--- src/inc/i2c_ctrl_defs.vh ---
`ifndef I2C_CTRL_DEFS_VH
`define I2C_CTRL_DEFS_VH
// Register offsets (byte addresses, one aligned word each)
`define OFS_CONTROL 8'h00
`define OFS_OWN_ADDR 8'h04
`define OFS_BAUD 8'h08
`define OFS_STATUS 8'h0C
`define OFS_TX_DATA 8'h10
`define OFS_RX_DATA 8'h14
// Control field positions
`define B_ENABLE 15
`define B_IDLE_STOP 13
`define B_RELEASE 12
`define B_STRICT 11
`define B_WIDE 10
`define B_SLEW_OFF 9
`define B_SMBUS 8
`define B_GC_ACCEPT 7
`define B_STRETCH 6
`define B_ACK_VALUE 5
`define B_ACK_SEND 4
`define B_RECEIVE 3
`define B_STOP 2
`define B_RSTART 1
`define B_START 0
// Reset values
`define CONTROL_RESET 16'h1000
`define BAUD_RESET 16'h0031
`endif

--- src/hdl/i2c_control_register.v ---
// Our own choices: the placing of the registers and the strobed register port.
`timescale 1ns/1ps
`include "i2c_ctrl_defs.vh"
module i2c_control_register (
   input wire CLOCK,
   input wire RESETN,
   input wire [7:0] ADDR,
   input wire [31:0] WDATA,
   input wire WRITE,
   input wire READ,
   output reg [31:0] RDATA,
   input wire IDLE_MODE,
   input wire SDA_IN,
   input wire SCL_IN,
   output reg SDA_OUT,
   output reg SDA_OE,
   output reg SCL_OUT,
   output reg SCL_OE,
   output reg PINS_OWNED,
   output reg SLEW_LIMIT_OFF,
   output reg SMBUS_THRESHOLD_SELECT
);
   localparam M_IDLE = 3'd0, M_START = 3'd1, M_RSTART = 3'd2, M_STOP = 3'd3;
   localparam M_RX = 3'd4, M_TX = 3'd5, M_ACK = 3'd6;
   localparam S_IDLE = 3'd0, S_ADDR = 3'd1, S_ADDR2 = 3'd2, S_RX = 3'd3, S_TX = 3'd4;

   reg [15:0] ctl_q;
   reg [9:0] own_q;
   reg [15:0] baud_q;
   reg [7:0] tx_q;
   reg [7:0] rx_q;
   reg rx_full_q, refused_q, ack_in_q, busy_q, tx_pend_q, first_q;
   reg [2:0] m_st_q;
   reg [1:0] ph_q;
   reg [3:0] m_bit_q;
   reg [7:0] m_sh_q;
   reg m_sda_q, m_scl_q;
   reg [15:0] brg_q;
   reg [2:0] s_st_q;
   reg [3:0] s_cnt_q;
   reg [7:0] s_sh_q;
   reg s_sda_q, s_rw_q, s_match_q, s_wide_hit_q, s_nack_q;
   reg [1:0] sda_sync_q, scl_sync_q;
   reg sda_p_q, scl_p_q;

   wire en = ctl_q[`B_ENABLE];
   wire stretch_enable = ctl_q[`B_STRETCH];
   wire run = en & ~(IDLE_MODE & ctl_q[`B_IDLE_STOP]);
   wire sda_s = sda_sync_q[1];
   wire scl_s = scl_sync_q[1];
   wire scl_rise = scl_s & ~scl_p_q;
   wire scl_fall = ~scl_s & scl_p_q;
   wire start_det = scl_s & scl_p_q & sda_p_q & ~sda_s;
   wire stop_det = scl_s & scl_p_q & ~sda_p_q & sda_s;
   wire tick = (brg_q == 16'h0000);
   wire stall = (ph_q == 2'd2) & ~scl_s; // Other party stretching our clock
   wire step = run & (m_st_q != M_IDLE) & tick & ~stall;
   wire wr_ctl = WRITE & (ADDR == `OFS_CONTROL);
   wire wr_tx = WRITE & (ADDR == `OFS_TX_DATA);
   wire [6:0] addr7 = s_sh_q[7:1];
   wire reserved7 = (addr7[6:3] == 4'h0) | (addr7[6:3] == 4'hF);
   wire tx_reserved = (WDATA[7:4] == 4'h0) | (WDATA[7:4] == 4'hF);
   // Slave address decision at the eighth bit
   wire gc_hit = (s_sh_q == 8'h00) & ctl_q[`B_GC_ACCEPT];
   wire hit7 = ~ctl_q[`B_WIDE] & (addr7 == own_q[6:0]) & ~reserved7;
   wire hit7_any = (hit7 | gc_hit) & ~(ctl_q[`B_STRICT] & reserved7);
   wire hit10 = ctl_q[`B_WIDE] & (s_sh_q[7:3] == 5'b11110)
                & (s_sh_q[2:1] == own_q[9:8]);
   // Hardware events on the clock release bit
   wire s_bytedone = run & scl_fall & (s_cnt_q == 4'd9);
   wire tx_begin = s_bytedone & s_match_q & ((s_st_q == S_ADDR & s_rw_q)
                   | (s_st_q == S_TX & ~s_nack_q));
   wire rx_end = s_bytedone & (s_st_q == S_RX);
   wire rel_clr = tx_begin | (rx_end & stretch_enable);

   ////////////////////////////////////////////////////////////////////
   // Pin synchronisers and edge history
   always @(posedge CLOCK or negedge RESETN) begin
      if (!RESETN) begin
         sda_sync_q <= 2'b11;
         scl_sync_q <= 2'b11;
         sda_p_q <= 1'b1;
         scl_p_q <= 1'b1;
      end else begin
         sda_sync_q <= {sda_sync_q[0], SDA_IN};
         scl_sync_q <= {scl_sync_q[0], SCL_IN};
         sda_p_q <= sda_s;
         scl_p_q <= scl_s;
      end
   end

   ////////////////////////////////////////////////////////////////////
   // Register writes; software writes beat completion clears on sequence bits
   always @(posedge CLOCK or negedge RESETN) begin
      if (!RESETN) begin
         ctl_q <= `CONTROL_RESET;
         own_q <= 10'h000;
         baud_q <= `BAUD_RESET;
         tx_q <= 8'h00;
      end else begin
         if (step & (ph_q == 2'd3)) begin
            if (m_st_q == M_START) ctl_q[`B_START] <= 1'b0;
            if (m_st_q == M_RSTART) ctl_q[`B_RSTART] <= 1'b0;
            if (m_st_q == M_STOP) ctl_q[`B_STOP] <= 1'b0;
            if (m_st_q == M_ACK) ctl_q[`B_ACK_SEND] <= 1'b0;
            if (m_st_q == M_RX && m_bit_q == 4'd7) ctl_q[`B_RECEIVE] <= 1'b0;
         end
         if (!en) ctl_q[4:0] <= 5'b00000; // Pending actions die with the module
         if (wr_ctl) begin
            ctl_q[15] <= WDATA[15];
            ctl_q[13] <= WDATA[13];
            ctl_q[11:0] <= WDATA[11:0];
            // Stretch on: plain write; off: only a one takes effect
            ctl_q[`B_RELEASE] <= stretch_enable ? WDATA[`B_RELEASE]
                                : (ctl_q[`B_RELEASE] | WDATA[`B_RELEASE]);
         end
         if (rel_clr) ctl_q[`B_RELEASE] <= 1'b0;
         if (WRITE && ADDR == `OFS_OWN_ADDR) own_q <= WDATA[9:0];
         if (WRITE && ADDR == `OFS_BAUD) baud_q <= WDATA[15:0];
         if (wr_tx) tx_q <= WDATA[7:0];
      end
   end

   ////////////////////////////////////////////////////////////////////
   // Read port and read side effects
   always @(posedge CLOCK or negedge RESETN) begin
      if (!RESETN) begin
         RDATA <= 32'h0000_0000;
      end else begin
         RDATA <= 32'h0000_0000;
         if (READ) begin
            if (ADDR == `OFS_CONTROL) RDATA <= {16'h0000, ctl_q[15], 1'b0, ctl_q[13:0]};
            else if (ADDR == `OFS_OWN_ADDR) RDATA <= {22'h00_0000, own_q};
            else if (ADDR == `OFS_BAUD) RDATA <= {16'h0000, baud_q};
            else if (ADDR == `OFS_STATUS)
               RDATA <= {25'h000_0000, busy_q, refused_q, rx_full_q, ack_in_q, s_rw_q,
                         s_st_q != S_IDLE, m_st_q != M_IDLE | tx_pend_q};
            else if (ADDR == `OFS_RX_DATA) RDATA <= {24'h00_0000, rx_q};
            else RDATA <= 32'h0000_0000;
         end
      end
   end

   ////////////////////////////////////////////////////////////////////
   // Master bit engine: four quarter-bit phases per bit, one phase per step
   always @(posedge CLOCK or negedge RESETN) begin
      if (!RESETN) begin
         m_st_q <= M_IDLE;
         ph_q <= 2'd0;
         m_bit_q <= 4'd0;
         m_sh_q <= 8'h00;
         m_sda_q <= 1'b0;
         m_scl_q <= 1'b0;
         brg_q <= 16'h0000;
         tx_pend_q <= 1'b0;
         first_q <= 1'b0;
         refused_q <= 1'b0;
         ack_in_q <= 1'b0;
      end else if (!en) begin
         m_st_q <= M_IDLE;
         ph_q <= 2'd0;
         m_sda_q <= 1'b0;
         m_scl_q <= 1'b0;
         tx_pend_q <= 1'b0;
         first_q <= 1'b0;
      end else begin
         // Our own start puts the slave side in address state, so that must not block us
         if (wr_tx && (s_st_q == S_IDLE || s_st_q == S_ADDR)) begin
            // Refuse a reserved address as the first byte after a start
            if (first_q && ctl_q[`B_STRICT] && tx_reserved) refused_q <= 1'b1;
            else tx_pend_q <= 1'b1;
         end
         if (wr_ctl) refused_q <= 1'b0;
         if (run && !stall) brg_q <= tick ? baud_q : brg_q - 16'h0001;
         if (run && m_st_q == M_IDLE) begin
            ph_q <= 2'd0;
            m_bit_q <= 4'd0;
            brg_q <= baud_q;
            if (ctl_q[`B_START]) m_st_q <= M_START;
            else if (ctl_q[`B_RSTART]) m_st_q <= M_RSTART;
            else if (ctl_q[`B_STOP]) m_st_q <= M_STOP;
            else if (ctl_q[`B_RECEIVE]) m_st_q <= M_RX;
            else if (ctl_q[`B_ACK_SEND]) m_st_q <= M_ACK;
            else if (tx_pend_q) begin
               m_st_q <= M_TX;
               m_sh_q <= tx_q;
               tx_pend_q <= 1'b0;
               first_q <= 1'b0;
            end
         end
         if (step) begin
            ph_q <= ph_q + 2'd1;
            case (m_st_q)
               M_START: begin
                  if (ph_q == 2'd0) m_sda_q <= 1'b0;
                  if (ph_q == 2'd1) m_sda_q <= 1'b1;
                  if (ph_q == 2'd2) m_scl_q <= 1'b1;
                  if (ph_q == 2'd3) begin
                     m_st_q <= M_IDLE;
                     first_q <= 1'b1;
                  end
               end
               M_RSTART: begin
                  if (ph_q == 2'd0) m_sda_q <= 1'b0;
                  if (ph_q == 2'd1) m_scl_q <= 1'b0;
                  if (ph_q == 2'd2) m_sda_q <= 1'b1;
                  if (ph_q == 2'd3) begin
                     m_scl_q <= 1'b1;
                     m_st_q <= M_IDLE;
                     first_q <= 1'b1;
                  end
               end
               M_STOP: begin
                  if (ph_q == 2'd0) m_sda_q <= 1'b1;
                  if (ph_q == 2'd1) m_scl_q <= 1'b0;
                  if (ph_q == 2'd2) m_sda_q <= 1'b0;
                  if (ph_q == 2'd3) m_st_q <= M_IDLE;
               end
               default: begin
                  // Data, receive and acknowledge bits share one waveform
                  if (ph_q == 2'd0) begin
                     if (m_st_q == M_TX) m_sda_q <= (m_bit_q < 4'd8) & ~m_sh_q[7];
                     else if (m_st_q == M_ACK) m_sda_q <= ~ctl_q[`B_ACK_VALUE];
                     else m_sda_q <= 1'b0;
                  end
                  if (ph_q == 2'd1) m_scl_q <= 1'b0;
                  if (ph_q == 2'd2) begin
                     m_sh_q <= {m_sh_q[6:0], sda_s};
                     if (m_st_q == M_TX && m_bit_q == 4'd8) ack_in_q <= sda_s;
                  end
                  if (ph_q == 2'd3) begin
                     m_scl_q <= 1'b1;
                     m_bit_q <= m_bit_q + 4'd1;
                     if ((m_st_q == M_TX && m_bit_q == 4'd8) || m_st_q == M_ACK
                         || (m_st_q == M_RX && m_bit_q == 4'd7)) begin
                        m_st_q <= M_IDLE;
                        m_sda_q <= 1'b0;
                     end
                  end
               end
            endcase
         end
      end
   end

   ////////////////////////////////////////////////////////////////////
   // Slave engine follows the synchronised lines
   always @(posedge CLOCK or negedge RESETN) begin
      if (!RESETN) begin
         s_st_q <= S_IDLE;
         s_cnt_q <= 4'd0;
         s_sh_q <= 8'h00;
         s_sda_q <= 1'b0;
         s_rw_q <= 1'b0;
         s_match_q <= 1'b0;
         s_wide_hit_q <= 1'b0;
         s_nack_q <= 1'b0;
         busy_q <= 1'b0;
      end else if (!en) begin
         s_st_q <= S_IDLE;
         s_sda_q <= 1'b0;
         s_wide_hit_q <= 1'b0;
         busy_q <= 1'b0;
      end else if (run) begin
         if (start_det) begin
            s_st_q <= S_ADDR;
            s_cnt_q <= 4'd0;
            s_sda_q <= 1'b0;
            busy_q <= 1'b1;
         end else if (stop_det) begin
            s_st_q <= S_IDLE;
            s_sda_q <= 1'b0;
            s_wide_hit_q <= 1'b0;
            busy_q <= 1'b0;
         end else if (s_st_q != S_IDLE) begin
            if (scl_rise) begin
               if (s_cnt_q < 4'd8) s_sh_q <= {s_sh_q[6:0], sda_s};
               if (s_cnt_q == 4'd8) s_nack_q <= sda_s;
               s_cnt_q <= s_cnt_q + 4'd1;
            end
            if (scl_fall && s_cnt_q < 4'd8 && s_st_q == S_TX) s_sda_q <= ~s_sh_q[7 - s_cnt_q[2:0]];
            if (scl_fall && s_cnt_q == 4'd8) begin
               s_sda_q <= 1'b0;
               if (s_st_q == S_ADDR) begin
                  s_rw_q <= s_sh_q[0];
                  s_match_q <= hit7_any | (hit10 & (~s_sh_q[0] | s_wide_hit_q));
                  s_sda_q <= hit7_any | (hit10 & (~s_sh_q[0] | s_wide_hit_q));
               end
               if (s_st_q == S_ADDR2) begin
                  s_match_q <= (s_sh_q == own_q[7:0]);
                  s_sda_q <= (s_sh_q == own_q[7:0]);
               end
               if (s_st_q == S_RX) s_sda_q <= 1'b1;
            end
            if (s_bytedone) begin
               s_cnt_q <= 4'd0;
               s_sda_q <= 1'b0;
               if (!s_match_q || (s_st_q == S_TX && s_nack_q)) s_st_q <= S_IDLE;
               else if (s_st_q == S_ADDR && !s_rw_q && hit10) s_st_q <= S_ADDR2;
               else if (tx_begin) begin
                  s_st_q <= S_TX;
                  s_sh_q <= tx_q;
                  s_sda_q <= ~tx_q[7];
               end else begin
                  if (s_st_q == S_ADDR2) s_wide_hit_q <= 1'b1;
                  s_st_q <= S_RX;
               end
            end
         end
      end
   end

   ////////////////////////////////////////////////////////////////////
   // Received byte holding register; reading it clears the full flag, not the byte
   always @(posedge CLOCK or negedge RESETN) begin
      if (!RESETN) begin
         rx_q <= 8'h00;
         rx_full_q <= 1'b0;
      end else begin
         if (READ && ADDR == `OFS_RX_DATA) rx_full_q <= 1'b0;
         if (step && m_st_q == M_RX && ph_q == 2'd3 && m_bit_q == 4'd7) begin
            rx_q <= m_sh_q;
            rx_full_q <= 1'b1;
         end
         if (run && scl_fall && s_cnt_q == 4'd8 && s_st_q == S_RX) begin
            rx_q <= s_sh_q;
            rx_full_q <= 1'b1;
         end
      end
   end

   ////////////////////////////////////////////////////////////////////
   // Pad drivers; open drain, so only the enables move
   always @(posedge CLOCK or negedge RESETN) begin
      if (!RESETN) begin
         SDA_OUT <= 1'b0;
         SCL_OUT <= 1'b0;
         SDA_OE <= 1'b0;
         SCL_OE <= 1'b0;
         PINS_OWNED <= 1'b0;
         SLEW_LIMIT_OFF <= 1'b0;
         SMBUS_THRESHOLD_SELECT <= 1'b0;
      end else begin
         SDA_OUT <= 1'b0;
         SCL_OUT <= 1'b0;
         PINS_OWNED <= en;
         SDA_OE <= en & (m_sda_q | s_sda_q);
         // Hold the clock low once it is low while the slave awaits release
         SCL_OE <= en & (m_scl_q | ((s_st_q != S_IDLE) & ~ctl_q[`B_RELEASE]
                   & (~scl_s | SCL_OE)));
         SLEW_LIMIT_OFF <= ctl_q[`B_SLEW_OFF];
         SMBUS_THRESHOLD_SELECT <= ctl_q[`B_SMBUS];
      end
   end
endmodule // i2c_control_register

--- config.mk ---
export PLATFORM = sky130hd
export DESIGN_NAME = i2c_control_register
export DESIGN_NICKNAME = d
export VERILOG_FILES = /design/src/hdl/i2c_control_register.v
export VERILOG_INCLUDE_DIRS = /design/src /design/src/inc
export SDC_FILE = /design/constraint.sdc
export NUM_CORES = 1
export LEC_CHECK = 0
export ABC_AREA = 1
export BUFFER_PORTS_ARGS = -buffer_cell sky130_fd_sc_hd__buf_2
export CAP_MARGIN = 20
export CORE_ASPECT_RATIO = 0.8
export CORE_MARGIN = 4
export CORE_UTILIZATION = 45
export CTS_BUF_LIST = sky130_fd_sc_hd__clkbuf_16
export DETAILED_ROUTE_END_ITERATION = 8
export PLACE_DENSITY = 0.62
export SLEW_MARGIN = 20
export SYNTH_ARGS = -nofsm -noshare
export SYNTH_HDL_FRONTEND = slang
export SYNTH_SLANG_ARGS = --single-unit
--- constraint.sdc ---
create_clock -name CLOCK -period 1.94 [get_ports CLOCK]
set_input_delay 0.097 -clock CLOCK [delete_from_list [all_inputs] [get_ports CLOCK]]
set_output_delay 0.097 -clock CLOCK [all_outputs]
set_load 0.01 [all_outputs]
==> results.md <==
- Synthesized cell area: 8008 um^2
- Starting DRC count in detailed routing: 741
- Root buffer cell: clkbuf_16
- End point of the most critical hold path: ctl_q[9]
- Share of synthesized flip-flops with an asynchronous set or reset: 100.0%
- Half-perimeter wire length of the detailed placement result: 18.18 mm
- Library cells used by synthesis: 50
- Vias per Instance: 5.419
- Flops & latches, synth: 145
- CTS tree: built
- FF-to-FF Start: brg_q[8]
- Via count of the first global-routing pass: 6,902
- Critical Path End Type: flip-flop
- Drt pass-1 iters: 6
- Final Core Density: 55.65%
- Crit path max fanout: 9
- Fill cell instance count of the final layout: 1,636
- Height of the die: 127.3 um
- # port buffers: 51
- Critical path arrival: 2.19 ns
- Run status: completed
- DR DRC count: 0
- Routed wire length: 24.20 mm
- RSZ-0062 raised after global routing: yes
- Capture instance of the worst register-to-register path: rx_q[1]
- Sinks on the clock net: 145
- Starting Density: 46.08%
- Post-layout total power: 11.68 mW
- VDD IR-drop max: 0.6344 mV
- Floorplan Core Area: 17,380 um^2
- Maximum clock frequency: 0.5329 GHz
- ANT cells: 0
- Number of nets at the end of the flow: 1,210
- Worst rel slew slack: 55.79%
- Final setup vio count: 0
- Period Utilization, post-route: 96.73%
- Total number of placement rows: 43
- Crit Path Class: reg -> reg
- Pin count of the biggest net entering global routing: 73
- Worst setup slack before clock tree synthesis: 0.04251 ns
- Final weighted congestion of routability-driven global placement: 0.9229
- Length in cells of the worst reg-to-reg path: 12
- Clock Tree Buf Depth: 2
- Final worst clock skew: 0.007980 ns
- Time the final worst path needs with I/O delays and setup: 1.877 ns
- Required time worst endpoint: 2.26 ns
- Static leakage: 4.774 nW
- X dimension of the die: 157.1 um
- Power density over the cells: 1208 nW/um^2
- Final-report max-slew violation count: 0
- Total gr overflow: 0
- CTS Buf Count: 17
- Clock-pin slew on the worst setup and hold paths: 0.07 ns
- Count of yosys warnings during synthesis: 0
- Number of endpoints with negative hold slack in the final report: 0
- Hold path cells: 3
- GRT Util Overall: 24.89%
- Skew-Pair Late Insertion Delay: 0.43 ns
- Number of routed nets with antenna violations: 0
- Ports placed on the boundary: 86
- Number of standard cells after synthesis: 1,036
- Slack of the critical path: 0.06345 ns
- Average size of a mapped cell: 7.729 um^2
- Wirelength per Cell: 17.40 um
- Flip-flop cell with the highest count after synthesis: dfrtp_1
- Path category of the worst min-delay check: in -> reg
- Slew at the pin closest to its max-slew limit: 0.6616 ns
- Sequential area share after synthesis: 45.47%
- Via count of the routed design: 7,538
- CTS HTree Levels: 4
- Worst hold start: WDATA[9]
- Reported max-cap violation count: 0
- Antenna violations before repair: 0
- Die Outline Area: 20,010 um^2
- Number of enable-type register cells in the synthesized netlist: 0
- Reg-to-reg setup timing slack: 0.06 ns
- Ratio of cells with drive above 1 in the final layout: 19.30%
- First-pass GRT wire length: 38.45 mm
- Crit path launch type: flip-flop
- Signed area change from the synthesized netlist to the final layout: 20.77%
[cell usage after synthesis, types with 2 or more instances]
master | instances | area [um^2]
o21bai_1 | 2 | 15.01
a21oi_1 | 66 | 330.3
o211ai_1 | 18 | 135.1
buf_4 | 20 | 150.1
nand2_4 | 4 | 45.04
nand3_2 | 4 | 40.04
o21ai_0 | 120 | 600.6
xor2_1 | 13 | 113.9
nand2_1 | 248 | 930.9
nand2_2 | 5 | 31.28
nand4_1 | 10 | 62.56
nor2_2 | 6 | 37.54
buf_2 | 11 | 55.05
nor2_4 | 4 | 45.04
o31ai_1 | 5 | 37.54
nor3_2 | 2 | 20.02
o22ai_1 | 13 | 81.33
dfrtp_1 | 135 | 3378
o21ai_1 | 17 | 85.08
inv_1 | 120 | 450.4
or2_2 | 4 | 25.02
nor3_1 | 11 | 55.05
a41oi_1 | 3 | 26.28
inv_2 | 8 | 30.03
clkbuf_1 | 13 | 48.80
nor2_1 | 85 | 319.1
ha_1 | 10 | 125.1
dfstp_2 | 10 | 262.8
a31oi_1 | 5 | 31.28
nand3_1 | 43 | 215.2
nor3_4 | 2 | 32.53
[layout make-up]
type,instances,area [um^2],area share (%)
Clock buffer,17,425.4,4.399
Timing Repair Buffer,125,867.1,8.966
Multi-Input combinational cell,734,3771,39.00
Inverter,130,498.0,5.149
Sequential cell,145,3641,37.65
Clock inverter,15,186.4,1.928
Tap cell,225,281.5,2.911
[worst max-delay path by stage]
stage / endpoint / start / slack (ns) / depth (start not counted)
after floorplan: rx_q[6] / brg_q[0] / 0.26 / 13
after global placement: rx_q[6] / brg_q[8] / 0.05 / 12
after detailed placement: brg_q[6] / brg_q[8] / 0.04 / 10
after CTS: rx_q[6] / brg_q[8] / 0.02 / 12
after global routing: rx_q[1] / brg_q[8] / -0.06 / 12
final: rx_q[1] / brg_q[8] / 0.06 / 12
[through the flow]
step / setup TNS (ns) / instance area, um^2 / std cells / hold slack [ns]
CTS: 0 / 9492 / 1380 / 0.004982
finish: 0 / 9671 / 1391 / 0.002719
global route: -0.4845 / 9671 / 1391 / 0.02977
floorplan: 0 / 8071 / 1053 / -0.1986
detailed placement: 0 / 8780 / 1338 / 0.01583
global placement: 0 / 8780 / 1338 / 0.01607
[registers in the layout, summed over array words and instances (netlist names), 2 cells and up]
register and count:
s_cnt_q 4, m_bit_q 4, scl_sync_q 2, RDATA 16, baud_q 16, m_st_q 3
sda_sync_q 2, rx_q 8, ph_q 2, ctl_q 14, s_st_q 3, own_q 10
tx_q 8, m_sh_q 8, s_sh_q 8, brg_q 16
[worst max-delay path: stages (launching register included)]
cell	delay [ns]
dfrtp_1	0.41
nor2_2	0.17
nand2_1	0.11
nor2_4	0.14
inv_2	0.08
nor2_4	0.19
nand2_4	0.12
nor2_8	0.18
nand2_8	0.10
nand2_8	0.10
inv_6	0.06
nand2_2	0.05
nand2_1	0.05
[cells in the final DEF, fill, tap and decap left out, types with 10 or more instances in the layout]
cell type	instances
nand2_1	241
dfrtp_1	135
o21ai_0	118
inv_1	114
nor2_1	77
a21oi_1	66
buf_4	62
buf_2	50
nand3_1	43
o211ai_1	18
o21ai_1	18
conb_1	18
clkbuf_16	17
o22ai_1	13
xor2_1	13
inv_2	12
nor2_2	11
nand2_2	11
nor3_1	11
nand4_1	10
ha_1	10
dfstp_2	10
dlygate4sd3_1	10
[kinds of logic (layout without fill, tap and decap cells)]
logic type,Yosys count,in the layout,share of synthesized area [%]
compound gates,258,258,17.80
other cells,1,18,0.04683
simple gates,433,434,24.16
xor+xnor,14,14,1.531
fa+ha+maj,10,10,1.563
flops,145,145,45.47
buf+inv,175,287,9.437
[layer usage]
metal / up-vias / global-route usage, % / wire, um
li1: 3606 / - / -
met1: 3551 / 39.72 / 11710
met2: 343 / 34.51 / 9944
met3: 38 / 4.707 / 2091
met4: 0 / 6.474 / 449
met5: - / 0 / 0
[where the power goes]
part / leakage (nW) / switching [mW] / internal (mW)
Clock: 0.288 / 1.38 / 2.04
Combinational: 2.64 / 2.40 / 1.51
Sequential: 1.84 / 0.677 / 3.68
[timing repair]
action / 4_1_cts / 5_1_grt
setup endpoints to repair: 0 / 55
setup buffers: 0 / 10
hold buffers: 10 / 0
resized for setup: 0 / 34
endpoints found under the hold margin: 71 / 0
Power figures use the tool's default switching activity.
